===== config.mk =====
export PLATFORM = sky130hd
export DESIGN_NAME = rct_timers
export DESIGN_NICKNAME = d
export VERILOG_FILES = /design/src/logic/rct_pkg.sv /design/src/logic/rct_counter.sv /design/src/logic/rct_timers.sv
export SDC_FILE = /design/constraint.sdc
export NUM_CORES = 1
export LEC_CHECK = 0
export BUFFER_PORTS_ARGS = -buffer_cell sky130_fd_sc_hd__buf_2
export CORE_UTILIZATION = 40
export DETAILED_ROUTE_END_ITERATION = 10
export PLACE_DENSITY = 0.53
export SLEW_MARGIN = 0
export SYNTH_ARGS = -nofsm -noshare
export SYNTH_HDL_FRONTEND = slang
export SYNTH_SLANG_ARGS = --single-unit

===== constraint.sdc =====
create_clock -name ref_clk -period 6.9 [get_ports ref_clk]
set_input_delay 1.38 -clock ref_clk [delete_from_list [all_inputs] [get_ports ref_clk]]
set_output_delay 1.38 -clock ref_clk [all_outputs]
set_load 0.005 [all_outputs]

===== src/logic/rct_pkg.sv =====
// Shared constants and types for the reload/capture timer group.
// Assumes a byte-wide special-function-register bus with paging.
package rct_pkg;

  // ---------------------------------------------------------------
  // Instance layout
  // ---------------------------------------------------------------
  // Index 0 is timer 2, index 1 is timer 3, index 2 is timer 4.
  localparam int RCT_NUM = 3;

  // ---------------------------------------------------------------
  // Register pages and addresses
  // ---------------------------------------------------------------
  localparam logic [7:0] RCT_PAGE_LOW  = 8'h00;  // Shared low page.
  localparam logic [7:0] RCT_PAGE_HIGH = 8'h10;  // Page holding all timers.

  localparam logic [RCT_NUM-1:0][7:0] RCT_ADR_CTRL0 =
    {8'h98, 8'h91, 8'hc8};
  localparam logic [RCT_NUM-1:0][7:0] RCT_ADR_RLD_LO =
    {8'ha2, 8'h92, 8'hca};
  localparam logic [RCT_NUM-1:0][7:0] RCT_ADR_RLD_HI =
    {8'ha3, 8'h93, 8'hcb};
  localparam logic [RCT_NUM-1:0][7:0] RCT_ADR_CNT_LO =
    {8'ha4, 8'h94, 8'hcc};
  localparam logic [RCT_NUM-1:0][7:0] RCT_ADR_CNT_HI =
    {8'ha5, 8'h95, 8'hcd};
  localparam logic [RCT_NUM-1:0][7:0] RCT_ADR_CSEL =
    {8'hff, 8'hfe, 8'hfd};

  // Timers that also decode on the low page.
  localparam logic [RCT_NUM-1:0] RCT_LOW_PAGE_OK = 3'h3;
  // Timers whose control-0 register takes single-bit writes.
  localparam logic [RCT_NUM-1:0] RCT_BIT_ADDR_OK = 3'h5;
  // Mask that turns a bit address into its byte address.
  localparam logic [7:0] RCT_BIT_BYTE_MASK = 8'hf8;

  // ---------------------------------------------------------------
  // Reset values
  // ---------------------------------------------------------------
  localparam logic [7:0] RCT_BYTE_RST = 8'h00;
  localparam logic [RCT_NUM-1:0][2:0] RCT_CSEL_RST = {3'h1, 3'h1, 3'h0};

  // ---------------------------------------------------------------
  // Field codes and counting limits
  // ---------------------------------------------------------------
  localparam logic [1:0] RCT_XCLK_EXT  = 2'h1;   // External oscillator / 8.
  localparam logic [2:0] RCT_CAP_PIN   = 3'h0;   // Timer input terminal.
  localparam logic [2:0] RCT_CAP_SLOW  = 3'h1;   // Low-frequency oscillator.
  localparam logic [2:0] RCT_CAP_CMP   = 3'h2;   // Comparator 0 output.
  localparam logic [2:0] RCT_CAP_SOF   = 3'h3;   // Bus start of frame.
  localparam logic [7:0] RCT_BYTE_MAX  = 8'hff;  // Byte wrap point.
  localparam logic [7:0] RCT_BYTE_ZERO = 8'h00;  // Byte after a wrap.

  // System clock divider: a tick every 12 cycles.
  localparam int         RCT_SYS_DIV  = 12;
  localparam logic [3:0] RCT_SYS_LAST = 4'(RCT_SYS_DIV - 1);
  // External oscillator divider: a tick every 8 rising edges.
  localparam int         RCT_EXT_DIV  = 8;
  localparam logic [2:0] RCT_EXT_LAST = 3'(RCT_EXT_DIV - 1);

  // ---------------------------------------------------------------
  // Types
  // ---------------------------------------------------------------
  // One register-bus request; byte and single-bit forms share it.
  typedef struct packed {
    logic [7:0] page;      // Current register page.
    logic [7:0] addr;      // Byte address.
    logic [7:0] wdata;     // Byte write data.
    logic       wr;        // Byte write strobe.
    logic       rd;        // Byte read strobe.
    logic       bit_wr;    // Single-bit write strobe.
    logic [7:0] bit_addr;  // Bit address: byte address plus bit index.
    logic       bit_val;   // Value of the single bit written.
  } rct_sfr_req_t;

  // Layout of each control-0 register, bit 7 first.
  typedef struct packed {
    logic       high_overflow_flag;
    logic       low_overflow_flag;
    logic       low_overflow_irq_enable;
    logic       capture_enable;
    logic       split_mode_select;
    logic       run_control;
    logic [1:0] external_clock_select;
  } rct_ctrl_t;

endpackage


===== src/logic/rct_counter.sv =====
// Counter and reload byte pair of one timer.
// Assumes ticks, enables and write strobes come from the same clock.
`timescale 1ns/1ps

module rct_counter (
  input  wire logic        ref_clk,    // System clock.
  input  wire logic        rst_n,      // Asynchronous reset, active low.
  input  wire logic        tick_lo,    // Advance the low byte.
  input  wire logic        tick_hi,    // Advance the high byte in split mode.
  input  wire logic        split,      // Two 8-bit counters when set.
  input  wire logic        cap_mode,   // Reload pair holds captures.
  input  wire logic        capture,    // Copy the count into the pair.
  input  wire logic        cnt_lo_we,  // Software write of the low count.
  input  wire logic        cnt_hi_we,  // Software write of the high count.
  input  wire logic        rld_lo_we,  // Software write of the low reload.
  input  wire logic        rld_hi_we,  // Software write of the high reload.
  input  wire logic [7:0]  wdata,      // Byte written by software.
  output logic      [15:0] count,      // Current count, high byte first.
  output logic      [15:0] reload,     // Reload or capture pair.
  output logic             lo_wrap,    // Low byte wraps this cycle.
  output logic             hi_wrap     // High byte or full count wraps.
);

  logic [7:0] cnt_lo_r;   // Low count byte.
  logic [7:0] cnt_hi_r;   // High count byte.
  logic [7:0] rld_lo_r;   // Low reload or capture byte.
  logic [7:0] rld_hi_r;   // High reload or capture byte.
  logic       full_wrap;  // Whole 16-bit count wraps.
  logic       hi_step;    // High byte advances this cycle.

  // ---------------------------------------------------------------
  // Wrap detection
  // ---------------------------------------------------------------
  // The low byte flags a wrap in every mode; the high side wraps alone
  // in split mode and together with the low byte otherwise.
  assign lo_wrap   = tick_lo && (cnt_lo_r == rct_pkg::RCT_BYTE_MAX);
  assign full_wrap = !split && lo_wrap && (cnt_hi_r == rct_pkg::RCT_BYTE_MAX);
  assign hi_step   = split ? tick_hi : lo_wrap;
  assign hi_wrap   = split ? (tick_hi && cnt_hi_r == rct_pkg::RCT_BYTE_MAX)
                           : full_wrap;
  assign count     = {cnt_hi_r, cnt_lo_r};
  assign reload    = {rld_hi_r, rld_lo_r};

  // ---------------------------------------------------------------
  // Low count byte
  // ---------------------------------------------------------------
  // Software writes win over a tick in the same cycle.
  always_ff @(posedge ref_clk or negedge rst_n) begin
    if (!rst_n) begin
      cnt_lo_r <= rct_pkg::RCT_BYTE_RST;
    end else if (cnt_lo_we) begin
      cnt_lo_r <= wdata;
    end else if (lo_wrap) begin
      // Reload when this byte's counter portion wraps, unless capturing.
      if (!cap_mode && (split || full_wrap)) begin
        cnt_lo_r <= rld_lo_r;
      end else begin
        cnt_lo_r <= rct_pkg::RCT_BYTE_ZERO;
      end
    end else if (tick_lo) begin
      cnt_lo_r <= cnt_lo_r + 8'h01;
    end
  end

  // ---------------------------------------------------------------
  // High count byte
  // ---------------------------------------------------------------
  always_ff @(posedge ref_clk or negedge rst_n) begin
    if (!rst_n) begin
      cnt_hi_r <= rct_pkg::RCT_BYTE_RST;
    end else if (cnt_hi_we) begin
      cnt_hi_r <= wdata;
    end else if (hi_wrap) begin
      // In capture mode the count simply rolls over to zero.
      cnt_hi_r <= cap_mode ? rct_pkg::RCT_BYTE_ZERO : rld_hi_r;
    end else if (hi_step) begin
      cnt_hi_r <= cnt_hi_r + 8'h01;
    end
  end

  // ---------------------------------------------------------------
  // Reload pair
  // ---------------------------------------------------------------
  // A capture wins over a software write in the same cycle so that no
  // event is lost.
  always_ff @(posedge ref_clk or negedge rst_n) begin
    if (!rst_n) begin
      rld_lo_r <= rct_pkg::RCT_BYTE_RST;
      rld_hi_r <= rct_pkg::RCT_BYTE_RST;
    end else if (capture) begin
      rld_lo_r <= cnt_lo_r;
      rld_hi_r <= cnt_hi_r;
    end else begin
      if (rld_lo_we) begin
        rld_lo_r <= wdata;
      end
      if (rld_hi_we) begin
        rld_hi_r <= wdata;
      end
    end
  end

endmodule // rct_counter


===== src/logic/rct_timers.sv =====
// Three reload/capture timers (timers 2, 3 and 4) behind a paged
// special-function-register bus with single-bit writes.
// Assumes the bus request comes from logic on ref_clk, and that the
// capture and oscillator pins are asynchronous to it.
`timescale 1ns/1ps

module rct_timers (
  input  wire logic                          ref_clk,   // System clock.
  input  wire logic                          rst_n,     // Async reset.
  input  wire rct_pkg::rct_sfr_req_t         sfr_req,   // Bus request.
  output logic      [7:0]                    sfr_rdata, // Read data.
  input  wire logic                          ext_osc,   // External oscillator.
  input  wire logic                          cap_pin,   // Timer input pin.
  input  wire logic                          slow_osc,  // Slow oscillator.
  input  wire logic                          cmp0_out,  // Comparator 0 output.
  input  wire logic                          sof_evt,   // Start-of-frame pulse.
  output logic      [rct_pkg::RCT_NUM-1:0]   irq_req    // Interrupt requests.
);

  // ---------------------------------------------------------------
  // Input synchronisers
  // ---------------------------------------------------------------
  // Bit 0 external oscillator, 1 input pin, 2 slow oscillator,
  // 3 comparator; each passes two flip-flops before use.
  localparam int NSYNC = 4;

  logic [NSYNC-1:0] async_in;  // Raw asynchronous inputs.
  logic [NSYNC-1:0] meta_r;    // First synchroniser stage.
  logic [NSYNC-1:0] sync_r;    // Second synchroniser stage.
  logic [NSYNC-1:0] prev_r;    // Previous synchronised level.
  logic [NSYNC-1:0] fall;      // Falling edge seen this cycle.

  assign async_in = {cmp0_out, slow_osc, cap_pin, ext_osc};

  genvar s;
  generate
    for (s = 0; s < NSYNC; s++) begin : g_sync
      // Two-stage synchroniser and edge history for one input.
      always_ff @(posedge ref_clk or negedge rst_n) begin
        if (!rst_n) begin
          meta_r[s] <= 1'b0;
          sync_r[s] <= 1'b0;
          prev_r[s] <= 1'b0;
        end else begin
          meta_r[s] <= async_in[s];
          sync_r[s] <= meta_r[s];
          prev_r[s] <= sync_r[s];
        end
      end
      // A high-to-low transition of the synchronised level.
      assign fall[s] = prev_r[s] && !sync_r[s];
    end
  endgenerate

  // ---------------------------------------------------------------
  // Prescalers
  // ---------------------------------------------------------------
  logic [3:0] sys_div_r;  // System clock divide-by-twelve counter.
  logic [2:0] ext_div_r;  // External oscillator divide-by-eight counter.
  logic       sys_tick;   // One cycle in every twelve.
  logic       ext_rise;   // Synchronised oscillator rising edge.
  logic       ext_tick;   // One tick in every eight oscillator edges.

  assign sys_tick = (sys_div_r == rct_pkg::RCT_SYS_LAST);
  assign ext_rise = sync_r[0] && !prev_r[0];
  assign ext_tick = ext_rise && (ext_div_r == rct_pkg::RCT_EXT_LAST);

  // Divide the system clock by twelve.
  always_ff @(posedge ref_clk or negedge rst_n) begin
    if (!rst_n) begin
      sys_div_r <= 4'h0;
    end else if (sys_tick) begin
      sys_div_r <= 4'h0;
    end else begin
      sys_div_r <= sys_div_r + 4'h1;
    end
  end

  // Divide the synchronised external oscillator by eight.
  always_ff @(posedge ref_clk or negedge rst_n) begin
    if (!rst_n) begin
      ext_div_r <= 3'h0;
    end else if (ext_rise) begin
      ext_div_r <= ext_div_r + 3'h1;
    end
  end

  // ---------------------------------------------------------------
  // Capture sources shared by all timers
  // ---------------------------------------------------------------
  logic pin_evt;   // Falling edge on the timer input pin.
  logic slow_evt;  // Falling edge of the slow oscillator.
  logic cmp_evt;   // Falling edge of the comparator output.

  assign pin_evt  = fall[1];
  assign slow_evt = fall[2];
  assign cmp_evt  = fall[3];

  // ---------------------------------------------------------------
  // Per-timer registers, decode and counter
  // ---------------------------------------------------------------
  // Read contribution of each timer; zero when it is not addressed.
  logic [rct_pkg::RCT_NUM-1:0][7:0] rd_val;
  // Next interrupt request of each timer, from its next flag values.
  logic [rct_pkg::RCT_NUM-1:0]      irq_nxt;

  genvar t;
  generate
    for (t = 0; t < rct_pkg::RCT_NUM; t++) begin : g_tmr
      rct_pkg::rct_ctrl_t ctrl_r;     // Control-0 register.
      rct_pkg::rct_ctrl_t ctrl_nxt;   // Its next value.
      logic [2:0]         csel_r;     // Capture source select field.
      logic               page_ok;    // Current page decodes this timer.
      logic               bit_hit;    // Single-bit write to control-0.
      logic               ctrl_we;    // Byte write to control-0.
      logic               cap_evt;    // Selected capture event.
      logic               capture;    // Capture taken this cycle.
      logic               tick;       // Selected timer clock tick.
      logic               tick_lo;    // Low byte advance.
      logic               tick_hi;    // High byte advance.
      logic               lo_wrap;    // Low byte wrap pulse.
      logic               hi_wrap;    // High byte wrap pulse.
      logic [15:0]        count;      // Current count.
      logic [15:0]        reload;     // Reload pair.

      // Timer 4 sees only the high page; timers 2 and 3 see both.
      assign page_ok = (sfr_req.page == rct_pkg::RCT_PAGE_HIGH) ||
                       (rct_pkg::RCT_LOW_PAGE_OK[t] &&
                        sfr_req.page == rct_pkg::RCT_PAGE_LOW);
      assign ctrl_we = sfr_req.wr && page_ok &&
                       sfr_req.addr == rct_pkg::RCT_ADR_CTRL0[t];
      assign bit_hit = sfr_req.bit_wr && page_ok &&
                       rct_pkg::RCT_BIT_ADDR_OK[t] &&
                       (sfr_req.bit_addr & rct_pkg::RCT_BIT_BYTE_MASK) ==
                       rct_pkg::RCT_ADR_CTRL0[t];

      // Pick the event named by the capture source field.
      always_comb begin
        unique case (csel_r)
          rct_pkg::RCT_CAP_PIN:  cap_evt = pin_evt;
          rct_pkg::RCT_CAP_SLOW: cap_evt = slow_evt;
          rct_pkg::RCT_CAP_CMP:  cap_evt = cmp_evt;
          rct_pkg::RCT_CAP_SOF:  cap_evt = sof_evt;
          default:               cap_evt = 1'b0;
        endcase
      end
      assign capture = ctrl_r.capture_enable && cap_evt;

      // Clock select: external oscillator over eight, else system / 12.
      assign tick = (ctrl_r.external_clock_select ==
                     rct_pkg::RCT_XCLK_EXT) ? ext_tick : sys_tick;
      // In split mode the low byte runs always; run gates the rest.
      assign tick_lo = ctrl_r.split_mode_select ? tick
                       : (tick && ctrl_r.run_control);
      assign tick_hi = tick && ctrl_r.run_control;

      // Next control value: byte write, else bit write, else hold;
      // hardware flag sets always win over a software clear.
      always_comb begin
        ctrl_nxt = ctrl_r;
        if (ctrl_we) begin
          ctrl_nxt = sfr_req.wdata;
        end else if (bit_hit) begin
          ctrl_nxt[sfr_req.bit_addr[2:0]] = sfr_req.bit_val;
        end
        if (lo_wrap) begin
          ctrl_nxt.low_overflow_flag = 1'b1;
        end
        if (hi_wrap || capture) begin
          ctrl_nxt.high_overflow_flag = 1'b1;
        end
      end

      // Control-0 register.
      always_ff @(posedge ref_clk or negedge rst_n) begin
        if (!rst_n) begin
          ctrl_r <= rct_pkg::RCT_BYTE_RST;
        end else begin
          ctrl_r <= ctrl_nxt;
        end
      end

      // Capture select; only the low three bits are stored, the
      // reserved bits are kept at their reset value of zero.
      always_ff @(posedge ref_clk or negedge rst_n) begin
        if (!rst_n) begin
          csel_r <= rct_pkg::RCT_CSEL_RST[t];
        end else if (sfr_req.wr &&
                     sfr_req.page == rct_pkg::RCT_PAGE_HIGH &&
                     sfr_req.addr == rct_pkg::RCT_ADR_CSEL[t]) begin
          csel_r <= sfr_req.wdata[2:0];
        end
      end

      // Counter and reload pair of this timer.
      rct_counter u_cnt (
        .ref_clk   (ref_clk),
        .rst_n     (rst_n),
        .tick_lo   (tick_lo),
        .tick_hi   (tick_hi),
        .split     (ctrl_r.split_mode_select),
        .cap_mode  (ctrl_r.capture_enable),
        .capture   (capture),
        .cnt_lo_we (sfr_req.wr && page_ok &&
                    sfr_req.addr == rct_pkg::RCT_ADR_CNT_LO[t]),
        .cnt_hi_we (sfr_req.wr && page_ok &&
                    sfr_req.addr == rct_pkg::RCT_ADR_CNT_HI[t]),
        .rld_lo_we (sfr_req.wr && page_ok &&
                    sfr_req.addr == rct_pkg::RCT_ADR_RLD_LO[t]),
        .rld_hi_we (sfr_req.wr && page_ok &&
                    sfr_req.addr == rct_pkg::RCT_ADR_RLD_HI[t]),
        .wdata     (sfr_req.wdata),
        .count     (count),
        .reload    (reload),
        .lo_wrap   (lo_wrap),
        .hi_wrap   (hi_wrap)
      );

      // Read value of this timer at the requested address.
      always_comb begin
        rd_val[t] = 8'h00;
        if (page_ok && sfr_req.addr == rct_pkg::RCT_ADR_CTRL0[t]) begin
          rd_val[t] = ctrl_r;
        end else if (page_ok &&
                     sfr_req.addr == rct_pkg::RCT_ADR_RLD_LO[t]) begin
          rd_val[t] = reload[7:0];
        end else if (page_ok &&
                     sfr_req.addr == rct_pkg::RCT_ADR_RLD_HI[t]) begin
          rd_val[t] = reload[15:8];
        end else if (page_ok &&
                     sfr_req.addr == rct_pkg::RCT_ADR_CNT_LO[t]) begin
          rd_val[t] = count[7:0];
        end else if (page_ok &&
                     sfr_req.addr == rct_pkg::RCT_ADR_CNT_HI[t]) begin
          rd_val[t] = count[15:8];
        end else if (sfr_req.page == rct_pkg::RCT_PAGE_HIGH &&
                     sfr_req.addr == rct_pkg::RCT_ADR_CSEL[t]) begin
          rd_val[t] = {5'h00, csel_r};
        end
      end

      // Request while the high flag, or the enabled low flag, is set.
      assign irq_nxt[t] = ctrl_nxt.high_overflow_flag ||
                          (ctrl_nxt.low_overflow_flag &&
                           ctrl_nxt.low_overflow_irq_enable);
    end
  endgenerate

  // ---------------------------------------------------------------
  // Read data and interrupt outputs
  // ---------------------------------------------------------------
  logic [7:0] rd_any;  // OR of all timer read values.

  // Addresses never overlap, so an OR of the per-timer values selects.
  always_comb begin
    rd_any = 8'h00;
    for (int i = 0; i < rct_pkg::RCT_NUM; i++) begin
      rd_any = rd_any | rd_val[i];
    end
  end

  // Read data is taken on the read strobe and held until the next one;
  // unmapped addresses read as zero.
  always_ff @(posedge ref_clk or negedge rst_n) begin
    if (!rst_n) begin
      sfr_rdata <= rct_pkg::RCT_BYTE_RST;
    end else if (sfr_req.rd) begin
      sfr_rdata <= rd_any;
    end
  end

  // Interrupt requests follow the flag registers in the same edge.
  always_ff @(posedge ref_clk or negedge rst_n) begin
    if (!rst_n) begin
      irq_req <= '0;
    end else begin
      irq_req <= irq_nxt;
    end
  end

endmodule // rct_timers


* After elaboration in Yosys (flattened, before gate mapping)
Cells that the tools add are included.
** Operators by class
- Order comparisons :: 2
- Equality and inequality tests :: 41
- Bitwise gates (word level) :: 2
- Add/subtract/negate cells :: 8
- Reductions and logical operators :: 110
- Multiplexer cells :: 85
** Operators with widths (number)
- 8-bit two-way mux :: 56
- 8-bit equality test (second input constant) :: 24
- 1-bit logical AND :: 72
- 8-bit by 1-bit adder with 8-bit output (second input constant) :: 6
- 1-bit two-way mux :: 19
- 3-bit by 2-bit equality test with 1-bit output (second input constant) :: 6
- 3-bit nonzero test :: 6
- 8-bit bitwise mux :: 2
- 8-bit OR :: 2
- 2-bit nonzero test :: 8
- 1-bit one-hot mux with 4 select lines :: 3
- 5-bit equality test (second input constant) :: 2
- 1-bit logical NOT :: 10
- 1-bit logical OR :: 10
- 3-bit by 1-bit equality test with 1-bit output (second input constant) :: 3
- 3-bit logical NOT :: 3
- 3-bit two-way mux :: 3
- 8-bit by 5-bit equality test with 1-bit output (second input constant) :: 1
- 8-bit logical NOT :: 1
- 2-bit by 1-bit equality test with 1-bit output (second input constant) :: 3
- 4-bit by 1-bit adder with 4-bit output (second input constant) :: 1
- 4-bit equality test (second input constant) :: 1
- 3-bit by 4-bit less-than comparator with 1-bit output (second input constant) :: 1
- 4-bit two-way mux :: 1
- other kinds (4) :: 4
** Storage, ports and cells
- Bits in registers :: 159
- Input port bits :: 43
- Output and inout port bits :: 11
- Logic and storage cells :: 300

* Depth between registers and ports, before layout
Gate-level depths: netlist of the first run.
- Depth after elaboration :: 14
- Depth in mapped cells :: 10
- Mapped depth without buffers :: 8

* By module
Synthesis of the first run repeated with hierarchy kept, for this count alone.
** Second synthesis, totals
- Cell total of the unflattened synthesis :: 1102
- Area total of the unflattened synthesis :: 10064.7 um2
** By module, submodules not included
- rct_counter :: cells an instance 205, instances 3, sequential area each 800.8 um2, area each 1884.3 um2
- rct_timers :: cells an instance 487, instances 1, sequential area each 1579.0 um2, area each 4411.7 um2

* Worst setup path before layout of the first run
Ideal clock, no wire load.
- Path type :: in2reg
- From :: input port sfr_req[29] in the netlist's numbering
- To :: register g_tmr[0].u_cnt.cnt_lo_r[4]
- Required time :: 6.775 ns
- Slack :: 3.539 ns
- Stages on the path :: 6
- Library setup time :: 0.125 ns
- Arrival time :: 3.236 ns
- Buffers on the path :: 1
- Path through :: or4_4 -> buf_6 -> or3_4 -> nor3_1 -> and2_2 -> mux2_2
** Between the ends
- Longest elaborated chain between the ends :: 5
- Elaborated cells between the ends (all ways) :: 7
- Classes of those cells :: 1 x eq/ne; 1 x mux; 5 x reduce/logical
** RTL lines
- start, declared :: line rct_timers.sv:10 : input wire rct_pkg::rct_sfr_req_t sfr_req,
- 8-bit by 5-bit equality test with 1-bit output or 8-bit logical NOT (tied branches) :: line rct_timers.sv:127, rct_timers.sv:129
- 1-bit logical OR * :: line rct_timers.sv:127 : assign page_ok = (sfr_req.page == rct_pkg::RCT_PAGE_HIGH) ||
- 1-bit logical AND * (2 in series) :: line rct_timers.sv:204 : .cnt_lo_we (sfr_req.wr && page_ok &&
- 3-bit nonzero test (no line) or 8-bit two-way mux (tied branches)
- end signal, assigned :: line rct_counter.sv:56 : cnt_lo_r <= rld_lo_r;
- end signal, assigned :: line rct_counter.sv:58 : cnt_lo_r <= rct_pkg::RCT_BYTE_ZERO;
- end signal, assigned :: line rct_counter.sv:61 : cnt_lo_r <= cnt_lo_r + 8'h01;
- end, declared :: line rct_counter.sv:24 : logic [7:0] cnt_lo_r;
Mark *: on every way between the ends. The rest lies on a longest branch, timed or not.
A chain may end at the register's enable or synchronous reset.

* Worst setup path in the final report of the first run
- From :: input port sfr_req[33] in the netlist's numbering
- To :: register sfr_rdata[7]
** Between the ends
- Longest elaborated chain between the ends :: 10
- Elaborated cells between the ends (all ways) :: 35
- Classes of those cells :: 1 x eq/ne; 15 x mux; 2 x bitwise; 17 x reduce/logical
** RTL lines
- 8-bit by 5-bit equality test with 1-bit output or 8-bit logical NOT (tied branches) :: line rct_timers.sv:127, rct_timers.sv:129
- 1-bit logical OR :: line rct_timers.sv:127
- 1-bit logical AND :: line rct_timers.sv:233 : end else if (page_ok &&
- 8-bit two-way mux :: line rct_timers.sv:233
- 8-bit two-way mux :: line rct_timers.sv:230 : end else if (page_ok &&
- 8-bit two-way mux :: line rct_timers.sv:227 : end else if (page_ok &&
- 8-bit two-way mux :: line rct_timers.sv:224 : end else if (page_ok &&
- 8-bit two-way mux :: line rct_timers.sv:222 : if (page_ok && sfr_req.addr == rct_pkg::RCT_ADR_CTRL0[t]) begin
- 8-bit OR :: line rct_timers.sv:258 : rd_any = rd_any | rd_val[i];
- 8-bit OR * :: line rct_timers.sv:258
- end signal, assigned :: line rct_timers.sv:266 : sfr_rdata <= rct_pkg::RCT_BYTE_RST;
- end signal, assigned :: line rct_timers.sv:268 : sfr_rdata <= rd_any;
- end, declared :: line rct_timers.sv:11 : output logic [7:0] sfr_rdata,
Marked as above.

==> results of run 1 <==
## layout make-up
cell class | count | share of cell area (%)
tap | 324 | 3.65
multi-input combinational | 867 | 51.0
clock buffer | 17 | 3.83
sequential | 159 | 35.8
clock inverter | 15 | 1.98
inverter | 26 | 0.878
timing repair buffer | 59 | 2.85
## worst reg2reg max path: stages, from the launching register on
cell and delay, ns:
dfrtp_1 0.50, ha_1 0.34, nand4_1 0.19, nor2_1 0.47, o21ai_0 0.20, nor3_2 0.53
a22oi_1 0.19, o31ai_1 0.21
## placed cells by master, fill, tap and decap left out, types with 6 or more instances in the layout
master and count:
nor2b_1 18, o211ai_1 7, buf_2 52, nor2_1 125, a221oi_1 11, nor4_1 8, nand3b_1 12, a32o_1 6
nand4_1 23, dfrtp_1 157, mux2i_1 60, a21o_1 19, nor4_4 10, nor3_1 20, nand3_1 37, nand4b_1 9
a31oi_1 19, mux2_2 15, clkbuf_16 17, or2_2 7, a21oi_1 114, and4_1 8, and3_1 25, o21ai_0 56
ha_1 9, nand2_1 95, inv_1 24, and2_1 13, buf_4 6, a221o_1 7, a22o_1 9, a22oi_1 13
## power by group through the flow
stage	Combinational (uW)	Sequential, uW	Clock (uW)
floorplan	70.7	978	0
global placement	143	983	0
detailed placement	145	983	0
CTS	145	965	1080
global route	159	968	1110
finish	145	965	1060
## worst max path at each step
stage | start | endpoint | slack, ns
global route | sfr_req[33] | g_tmr[2].u_cnt.rld_hi_r[3] | 2.83
detailed placement | sfr_req[33] | g_tmr[2].u_cnt.rld_lo_r[0] | 2.65
finish | sfr_req[33] | sfr_rdata[7] | 3.02
floorplan | sfr_req[29] | g_tmr[0].u_cnt.cnt_lo_r[4] | 3.54
global placement | sfr_req[33] | g_tmr[2].u_cnt.rld_hi_r[7] | 2.61
CTS | sfr_req[33] | g_tmr[2].u_cnt.rld_hi_r[5] | 3.09
## registers in the layout, summed over array words and instances, names as in the netlist
name                  flops
ext_div_r                 3
g_tmr.csel_r              9
g_tmr.ctrl_r             24
g_tmr.u_cnt.cnt_hi_r     24
g_tmr.u_cnt.cnt_lo_r     24
g_tmr.u_cnt.rld_hi_r     24
g_tmr.u_cnt.rld_lo_r     24
irq_req                   3
meta_r                    4
prev_r                    4
sfr_rdata                 8
sync_r                    4
sys_div_r                 4
## cells by family (layout without fill, tap and decap cells)
group | after synthesis | count (layout) | synth area share [%]
mux | 78 | 78 | 8.30
fa+ha+maj | 9 | 9 | 1.12
xor+xnor | 4 | 4 | 0.348
flops | 159 | 159 | 39.5
buf+inv | 102 | 117 | 4.27
simple gates | 449 | 449 | 25.2
compound gates | 327 | 327 | 21.3
## stage by stage
| stage | instances | setup WS, ns | cell area (sq um) | hold slack [ns] | total power, uW |
|---|---|---|---|---|---|
| floorplan | 1128 | 3.54 | 10100 | 0.331 | 1050 |
| global placement | 1435 | 2.61 | 10500 | 0.334 | 1130 |
| detailed placement | 1435 | 2.65 | 10500 | 0.338 | 1130 |
| CTS | 1467 | 3.09 | 11100 | 0.358 | 2190 |
| global route | 1467 | 2.83 | 11100 | 0.365 | 2240 |
| finish | 1467 | 3.02 | 11100 | 0.353 | 2170 |
## layer usage
layer	track usage (%)	share of wire [%]	vias up
met2	42.5	44	351
met1	40.0	45	4462
li1	-	-	4230
met5	0	0.050	-
met3	5.42	6.7	75
met4	11.9	3.7	4
==> metrics.yaml, run 1 <==
status: "completed"
nNetsFinal: 1182
pwr-share-clk_pct: 48.9
firstDrtPassIters: 5
p_seq_share_pct: 44.4
critical_path_buf_inv_count: 1
num_antenna_cells: 0
period_share_pct: 56.2
final-seq-area_sq_mm: 0.00398
slew_headroom_pct: 24.4
rr_worst_depth: 7
die_h_microns: 161
path_clk_slew_ns: 0.07
worst_slew_pin_slew_ns: 1.13
routedWlPerCell_microns: 24.4
grt_pass1_vias: 8610
slowest_stage: "nor4b_2"
crit_required_ns: 7.25
p_per_area_mw_per_mm2: 196
synthTopCellsByArea: "dfrtp_1 (39%), mux2i_1 (6.0%), a21oi_1 (5.7%), nor2_1 (4.7%), nand2_1 (3.5%)"
hp-start: "meta_r[2]"
cts_tree: "built"
holdPathStages: 0
syn2layout_area_growth_pct: 10.3
reg2reg_from: "g_tmr[2].u_cnt.cnt_hi_r[1]"
slowest_delay_ns: 1.09
postLayoutCoreUtil_pct: 45.3
start_util_pct: 41.1
ir_worst_vdd_uv: 134
yosys_warnings: 0
post_cts_buffers: 0
skew_ns: 0.0122
grt_overflow: 0
synth_top_area_cell: "dfrtp_1"
die_area_sq_mm: 0.0258
slew_violations: 0
hold_viol_final: 0
clkLatencyLatePin_ns: 0.44
gp_congestion: 0.894
drv_cap: 0
hpwlAfterDp_mm: 25.1
die_x_microns: 161
rows: 57
setup_viol: 0
syn_area_per_cell_sq_um: 8.94
critPathKind: "input pin to flip-flop"
worstPathCellList: "buf_2 -> or3_2 -> nor4b_2 -> a22oi_1 -> o311ai_0 -> nor4_1 -> a21oi_1"
syn-num-nets: 1180
hold_path_end: "sync_r[2]"
p_leak_uw: 0.00494
cpLargestDelayFamily: "simple AND/OR/NAND/NOR gates"
numClockSinks: 159
multi_input_area_sq_mm: 0.00567
ios: 54
cp-end-kind: "flip-flop"
fin_crit_ns: 3.88
reg2reg_slack_ns: 4.18
via_per_inst: 6.22
path_depth: 7
ys_seq_area_share_pct: 39.5
max-clock-path-buffers: 2
wirelength_mm: 35.8
synth-seq-cells: 159
sw_frac_of_total_pct: 25.8
yosysMostFrequentCell: "dfrtp_1"
grt_use_total_pct: 28.4
drcViolationCount: 0
fmax_ghz: 0.258
async_flop_share_pct: 100
synth_edf_count: 0
synth_ff_type: "dfrtp_1"
root_buffer: "clkbuf_16"
synthCells: 1128
critPathMaxFanout: 23
power_switching_uw: 561
arrival_ns: 4.24
ctsHoldBuffers: 0
io_buffers: 53
grt_max_degree: 98
rsz0062_at_grt: "no"
antenna_left: 0
synth.distinct_cells: 86
reg2reg_to: "g_tmr[2].u_cnt.cnt_lo_r[2]"
fin_tns_setup_ns: 0
start_kind: "input pin"
yosysTopAreaCellShare_pct: 39.0
intPower_uw: 1610
grt_pass1_wl_mm: 54.8
routed-via-count: 9122
hp-class: "flip-flop to flip-flop"
antenna_found_initial: 2
combPwrFrac_pct: 6.7
synth_area_sq_mm: 0.0101
core_sq_mm: 0.0245
htreeDepth: 4
layout-drive-gt1-share_pct: 13.3
synth_common_cells: "dfrtp_1 (157), nor2_1 (125), a21oi_1 (114)"
cts.repair.resized: 0
drt_iter0_drc: 889
cts-buffers-inserted: 17
fillers: 2408
No activity file was read; power rests on OpenSTA's default activity.
==> inputs of run 2 (changes only) <==
--- a/config.mk
+++ b/config.mk
@@ -5,6 +5,7 @@
 export SDC_FILE = /design/constraint.sdc
 export NUM_CORES = 1
 export LEC_CHECK = 0
+export ABC_AREA = 1
 export BUFFER_PORTS_ARGS = -buffer_cell sky130_fd_sc_hd__buf_2
 export CORE_UTILIZATION = 40
 export DETAILED_ROUTE_END_ITERATION = 10
==> constraint.sdc (replaced) <==
create_clock -name ref_clk -period 3.9 [get_ports ref_clk]
set_input_delay 0.78 -clock ref_clk [delete_from_list [all_inputs] [get_ports ref_clk]]
set_output_delay 0.78 -clock ref_clk [all_outputs]
set_load 0.005 [all_outputs]
==> metrics.yaml, run 2 <==
slowest_delay_ns: 0.53  # -0.56 ns
syn_area_per_cell_sq_um: 7.20  # -19%
firstDrtPassIters: 8  # +3
grt_pass1_vias: 9700  # +13%
critPathLaunch: "g_tmr[2].u_cnt.cnt_hi_r[0]"
antenna_found_initial: 1  # -1
cts.repair.resized: 0  # unchanged
hold_viol_final: 0  # unchanged
cpLargestDelayFamily: "simple AND/OR/NAND/NOR gates"
total_power_uw: 3680  # +69%
die_x_microns: 163  # +1.2%
drcViolationCount: 0  # unchanged
grt_pass1_wl_mm: 56.5  # +3.2%
cts_tree: "built"
synth_edf_count: 0  # unchanged
drv_cap: 0  # unchanged
io_buffers: 53  # unchanged
hp-class: "flip-flop to flip-flop"
layout_common_cells: "nand2_1 (422), inv_1 (179), dfrtp_1 (157)"
ir_worst_vdd_uv: 243  # +81%
antenna_left: 0  # unchanged
grtUsageMet2_pct: 44.8  # +2.3 points
synth-compound-area-share_pct: 16.6  # -4.7 points
routed-via-count: 10100  # +11%
grt_overflow: 0  # unchanged
grt_util_met3_pct: 4.23  # -1.2 points
cp-end-kind: "flip-flop"
fin_tns_setup_ns: 0  # unchanged
setup_viol: 0  # unchanged
synth_ff_type: "dfrtp_1"
syn2layout_area_growth_pct: 11.4
slew_violations: 0  # unchanged
die_h_microns: 163  # +1.2%
multi_input_area_sq_mm: 0.00542  # -4.4%
ios: 54  # unchanged
p_per_area_mw_per_mm2: 320  # +64%
synth_top_family_by_area: "simple AND/OR/NAND/NOR gates"
synth_fa_ha_area_share_pct: 1.09  # -0.026 points
synth_xor_area_share_pct: 2.80  # +2.5 points
period_share_pct: 66.0
htreeDepth: 4  # unchanged
wirelength_mm: 36.0  # +0.48%
nNetsFinal: 1533  # +30%
ctsHoldBuffers: 0  # unchanged
final-seq-area_sq_mm: 0.00398  # unchanged
clkLatencyLatePin_ns: 0.44  # about the same
layout_commonest_cell: "nand2_1"
yosysMostFrequentCell: "nand2_1"
hp-start: "meta_r[2]"
reg2reg_from: "g_tmr[2].u_cnt.cnt_hi_r[0]"
synthCells: 1433  # +27%
fillers: 2588  # +7.5%
post_cts_buffers: 0  # unchanged
status: "completed"
synth-simple-area-share_pct: 31.9  # +6.7 points
arrival_ns: 2.89  # -1.35 ns
critPathMaxFanout: 15  # -35%
skew_ns: 0.0154  # +0.00319 ns
synth.distinct_cells: 48  # -44%
syn-num-nets: 1485  # +26%
grt_util_met1_pct: 39.6  # -0.35 points
worst_slack_ns: 1.33  # -1.69 ns
slew_headroom_pct: 46.5  # +22 points
synthTopCellsByArea: "dfrtp_1 (38%), nand2_1 (15%), inv_1 (6.5%), nand3_1 (4.7%), nor2_1 (4.1%)"
ys_seq_area_share_pct: 38.6  # -0.92 points
top_usage_layer: "met2"
path_common_cell: "o21ai_0"
synth_mux_area_share_pct: 0.0970  # -8.2 points
p_leak_uw: 0.00553  # +12%
grt_max_degree: 78  # -20%
worst_slew_pin_slew_ns: 0.803  # -0.329 ns
preCtsSetupSlack_ns: 0.996  # -1.66 ns
routedWlPerCell_microns: 19.7  # -19%
layout-drive-gt1-share_pct: 11.9  # -1.4 points
crit_required_ns: 4.22  # -3.03 ns
via_per_inst: 5.55  # -11%
fin_crit_ns: 2.57
yosys_warnings: 0  # unchanged
numClockSinks: 159  # unchanged
fmax_ghz: 0.389
worstPathCellList: "ha_1 -> nand3_1 -> nor2_1 -> nand2_1 -> nor3_4 -> inv_1 -> nor2_2 -> o21ai_0 -> o21ai_0 -> o21bai_1"
synth-seq-cells: 159  # unchanged
critical_path_buf_inv_count: 1  # unchanged
synth_common_cells: "nand2_1 (422), inv_1 (179), dfrtp_1 (157)"
async_flop_share_pct: 100  # unchanged
cts-buffers-inserted: 17  # unchanged
num_antenna_cells: 0  # unchanged
path_clk_slew_ns: 0.07  # about the same
drt_iter0_drc: 857  # -3.6%
max-clock-path-buffers: 2  # unchanged
die_area_sq_mm: 0.0264  # +2.4%
critPathKind: "flip-flop to flip-flop"
core_sq_mm: 0.0253  # +2.9%
start_util_pct: 40.9  # -0.22 points
grt_use_total_pct: 28.3  # about the same
yosysTopAreaCellShare_pct: 38.1  # -0.91 points
start_kind: "flip-flop"
rsz0062_at_grt: "no"
root_buffer: "clkbuf_16"
hpwlAfterDp_mm: 26.7  # +6.4%
slowest_stage: "nor3_4"
synth_area_sq_mm: 0.0103  # +2.4%
rows: 58  # +1.8%
gp_congestion: 0.962  # +7.7%
synth_top_area_cell: "dfrtp_1"
run 2: changes by cell type in the layout (fill, tap and decap cells not counted), moves of 42 or more:
cell,previous run,this run
a21oi_1,114,38
inv_1,24,179
mux2i_1,60,1
nand2_1,95,422
nand3_1,37,97
o221ai_1,1,43
run 2: where the power goes:
part | internal, uW | switching (uW) | leakage [uW] | total [uW]
clock | 985 | 760 | 0.000277 | 1740
combinational | 64.0 | 175 | 0.00326 | 239
sequential | 1680 | 18.3 | 0.00199 | 1700
total | 2730 | 953 | 0.00553 | 3680
run 2: worst reg2reg max path: stages, from the launching register on:
cell and delay, ns:
dfrtp_1 0.45, ha_1 0.24, nand3_1 0.14, nor2_1 0.12, nand2_1 0.12, nor3_4 0.53, inv_1 0.15, nor2_2 0.37
o21ai_0 0.16, o21ai_0 0.10, o21bai_1 0.08
run 2: kinds of logic (layout without fill, tap and decap cells):
family | Yosys count | count (layout)
and+or+nand+nor | 738 | 738
AOI/OAI and AO/OA | 261 | 261
buffers and inverters | 232 | 293
DFF | 159 | 159
xor gates and xnor gates | 33 | 33
adders and majority gates | 9 | 9
muxes | 1 | 1
run 2: cell type report:
type	count	area share [%]
multi-input combinational	1042	47.1
tap	330	3.59
clock inverter	11	1.13
inverter	200	6.55
clock buffer	21	4.00
timing repair buffer	61	2.99
sequential	159	34.6
run 2: stage by stage:
| stage | hold WS, ns | cell area (sq um) | utilization (%) | cells |
|---|---|---|---|---|
| CTS | 0.340 | 11500 | 45.5 | 1824 |
| global route | 0.352 | 11500 | 45.5 | 1824 |
| global placement | 0.333 | 10900 | 43.2 | 1792 |
| finish | 0.338 | 11500 | 45.5 | 1824 |
| detailed placement | 0.337 | 10900 | 43.2 | 1792 |
| floorplan | 0.331 | 10300 | - | 1433 |
run 2: worst paths after layout:
kind,end,slack [ns],depth (start not counted)
setup / recovery,g_tmr[2].u_cnt.cnt_hi_r[1],1.33,10
hold / removal,sync_r[2],0.34,0
setup reg to reg,g_tmr[2].u_cnt.cnt_hi_r[1],1.33,10
hold reg to reg,sync_r[2],0.34,0
max in group asynchronous,g_tmr[0].u_cnt.rld_lo_r[6],2.68,2
min in group asynchronous,g_tmr[1].u_cnt.cnt_lo_r[0],0.38,1
run 2: layer usage:
metal  wire length (microns)  up-vias
met4                     903        2
li1                        -     4866
met5                      14        -
met2                   16300      344
met3                    2220       48
met1                   16600     4861
==> inputs of run 3 (changes only) <==
==> constraint.sdc (replaced) <==
create_clock -name ref_clk -period 2.4 [get_ports ref_clk]
set_input_delay 0.48 -clock ref_clk [delete_from_list [all_inputs] [get_ports ref_clk]]
set_output_delay 0.48 -clock ref_clk [all_outputs]
set_load 0.005 [all_outputs]
==> metrics.yaml, run 3 (same netlist as run 2, synthesis figures left out) <==
status: "completed"
reg2reg_to: "g_tmr[2].u_cnt.cnt_lo_r[1]"
reg2reg_from: "ext_div_r[0]"
io_buffers: 53  # unchanged
post_cts_buffers: 0  # unchanged
fin_tns_setup_ns: 0  # unchanged
wirelength_mm: 36.5  # +1.5%
htreeDepth: 4  # unchanged
cts-buffers-inserted: 17  # unchanged
root_buffer: "clkbuf_16"
slew_headroom_pct: 57.6  # +11 points
ir_worst_vdd_uv: 482  # +98%
firstDrtPassIters: 5  # -3
skew_ns: 0.0135  # -0.00186 ns
slowest_stage: "dfrtp_1"
syn2layout_area_growth_pct: 14.7
holdPathStages: 1  # +1
place_area_sq_mm: 0.0113  # +3.2%
core_sq_mm: 0.0253  # unchanged
fmax_ghz: 0.458  # +18%
gp_congestion: 0.958  # -0.44%
critPathKind: "flip-flop to flip-flop"
numClockSinks: 159  # unchanged
p_per_area_mw_per_mm2: 493  # +54%
die_h_microns: 163  # unchanged
setup_viol: 0  # unchanged
cts_tree: "built"
die_x_microns: 163  # unchanged
p_leak_uw: 0.00574  # +3.9%
period_share_pct: 90.9  # +25 points
die_area_sq_mm: 0.0264  # unchanged
start_kind: "flip-flop"
start_util_pct: 40.9  # unchanged
fillers: 2612  # +0.93%
max-clock-path-buffers: 2  # unchanged
fin_crit_ns: 2.18  # -0.392 ns
finish.instance_area_sq_mm: 0.0118  # +2.9%
routedWlPerCell_microns: 19.6  # -0.92%
hold_viol_final: 0  # unchanged
grt_pass1_wl_mm: 57.2  # +1.2%
crit_required_ns: 2.78  # -1.44 ns
layout_commonest_cell: "nand2_1"
via_per_inst: 5.46  # -1.7%
antenna_left: 0  # unchanged
critical_path_buf_inv_count: 1  # unchanged
drcViolationCount: 0  # unchanged
nNetsFinal: 1576  # +2.8%
worst_slew_pin_slew_ns: 0.636  # -0.167 ns
grt_max_degree: 53  # -32%
slowest_delay_ns: 0.40  # -0.13 ns
layout_common_cells: "nand2_1 (422), inv_1 (179), dfrtp_1 (157)"
hold_path_end: "meta_r[0]"
grt_overflow: 0  # unchanged
clkLatencyLatePin_ns: 0.45  # about the same
routed-via-count: 10200  # +0.69%
hp-start: "ext_osc"
slew_violations: 0  # unchanged
cpLargestDelayFamily: "simple AND/OR/NAND/NOR gates"
antenna_found_initial: 2  # +1
grt_use_total_pct: 28.9  # +0.56 points
rr_worst_depth: 9  # -1
postLayoutCoreUtil_pct: 46.9  # +1.3 points
drt_iter0_drc: 917  # +7.0%
layout-drive-gt1-share_pct: 14.3  # +2.4 points
cp-end-kind: "flip-flop"
critPathMaxFanout: 9  # -6
rsz0062_at_grt: "no"
hpwlAfterDp_mm: 27.5  # +3.0%
ios: 54  # unchanged
total_power_uw: 5830  # +59%
drv_cap: 0  # unchanged
rows: 58  # unchanged
path_clk_slew_ns: 0.07  # about the same
worstPathCellList: "ha_1 -> ha_1 -> nand2_1 -> a21oi_1 -> o21ai_1 -> nand2_1 -> inv_1 -> nand2_1 -> nand2_1"
reg2reg_slack_ns: 0.22  # -1.11 ns
hp-class: "input pin to flip-flop"
path_common_cell: "nand2_1"
arrival_ns: 2.56  # -0.33 ns
grt_pass1_vias: 9838  # +1.4%
[run 3: what timing repair did]
item,4_1_cts,5_1_grt
endpoints found under the hold margin,36,0
resized for setup,0,1
hold buffers,1,0
endpoints found under the setup margin,0,1
[run 3: where the power goes]
part	total, uW	switching [uW]	internal, uW
sequential	2760	29.0	2730
combinational	411	293	118
clock	2670	1210	1460
[run 3: worst reg2reg max path: stages (launching register included)]
cell     delay [ns]
dfrtp_1        0.40
ha_1           0.21
ha_1           0.18
nand2_1        0.23
a21oi_1        0.14
o21ai_1        0.25
nand2_1        0.28
inv_1          0.29
nand2_1        0.08
nand2_1        0.07
[run 3: worst max path at each step]
stage | to | from | slack (ns) | cells after the start
global placement | sfr_rdata[4] | sfr_req[35] | 0.03 | 12
floorplan | g_tmr[0].ctrl_r[0] | sfr_req[35] | 0.59 | 9
CTS | g_tmr[2].u_cnt.cnt_lo_r[4] | ext_div_r[0] | 0.19 | 9
global route | g_tmr[0].u_cnt.cnt_hi_r[0] | g_tmr[0].u_cnt.cnt_lo_r[0] | 0.03 | 9
finish | g_tmr[2].u_cnt.cnt_lo_r[1] | ext_div_r[0] | 0.22 | 9
detailed placement | sfr_rdata[4] | sfr_req[35] | 0.06 | 12
[run 3: layout make-up]
class                      instances  area [sq um]  share of cell area [%]
sequential                       159          3980                    33.6
inverter                         200           753                    6.36
tap                              330           413                    3.49
antenna                            1          2.50                  0.0211
timing repair buffer             104           707                    5.97
multi-input combinational       1042          5420                    45.8
clock inverter                    12           111                   0.941
clock buffer                      20           447                    3.77
[run 3: per-stage QoR]
step | instances | hold slack [ns] | setup WS (ns)
final | 1868 | 0.136 | 0.219
after global routing | 1867 | 0.131 | 0.0304
after CTS | 1867 | 0.129 | 0.193
after detailed placement | 1834 | 0.335 | 0.0552
after global placement | 1834 | 0.334 | 0.0283
after floorplan | 1433 | 0.184 | 0.592
[run 3: metal layers]
metal	wire [microns]	share of wire [%]	global-route usage [%]	up-vias
met2	16700	46	46.1	301
met4	726	2.0	8.28	2
li1	-	-	-	4959
met1	16900	46	40.2	4883
met5	17	0.047	0	-
met3	2150	5.9	4.94	46
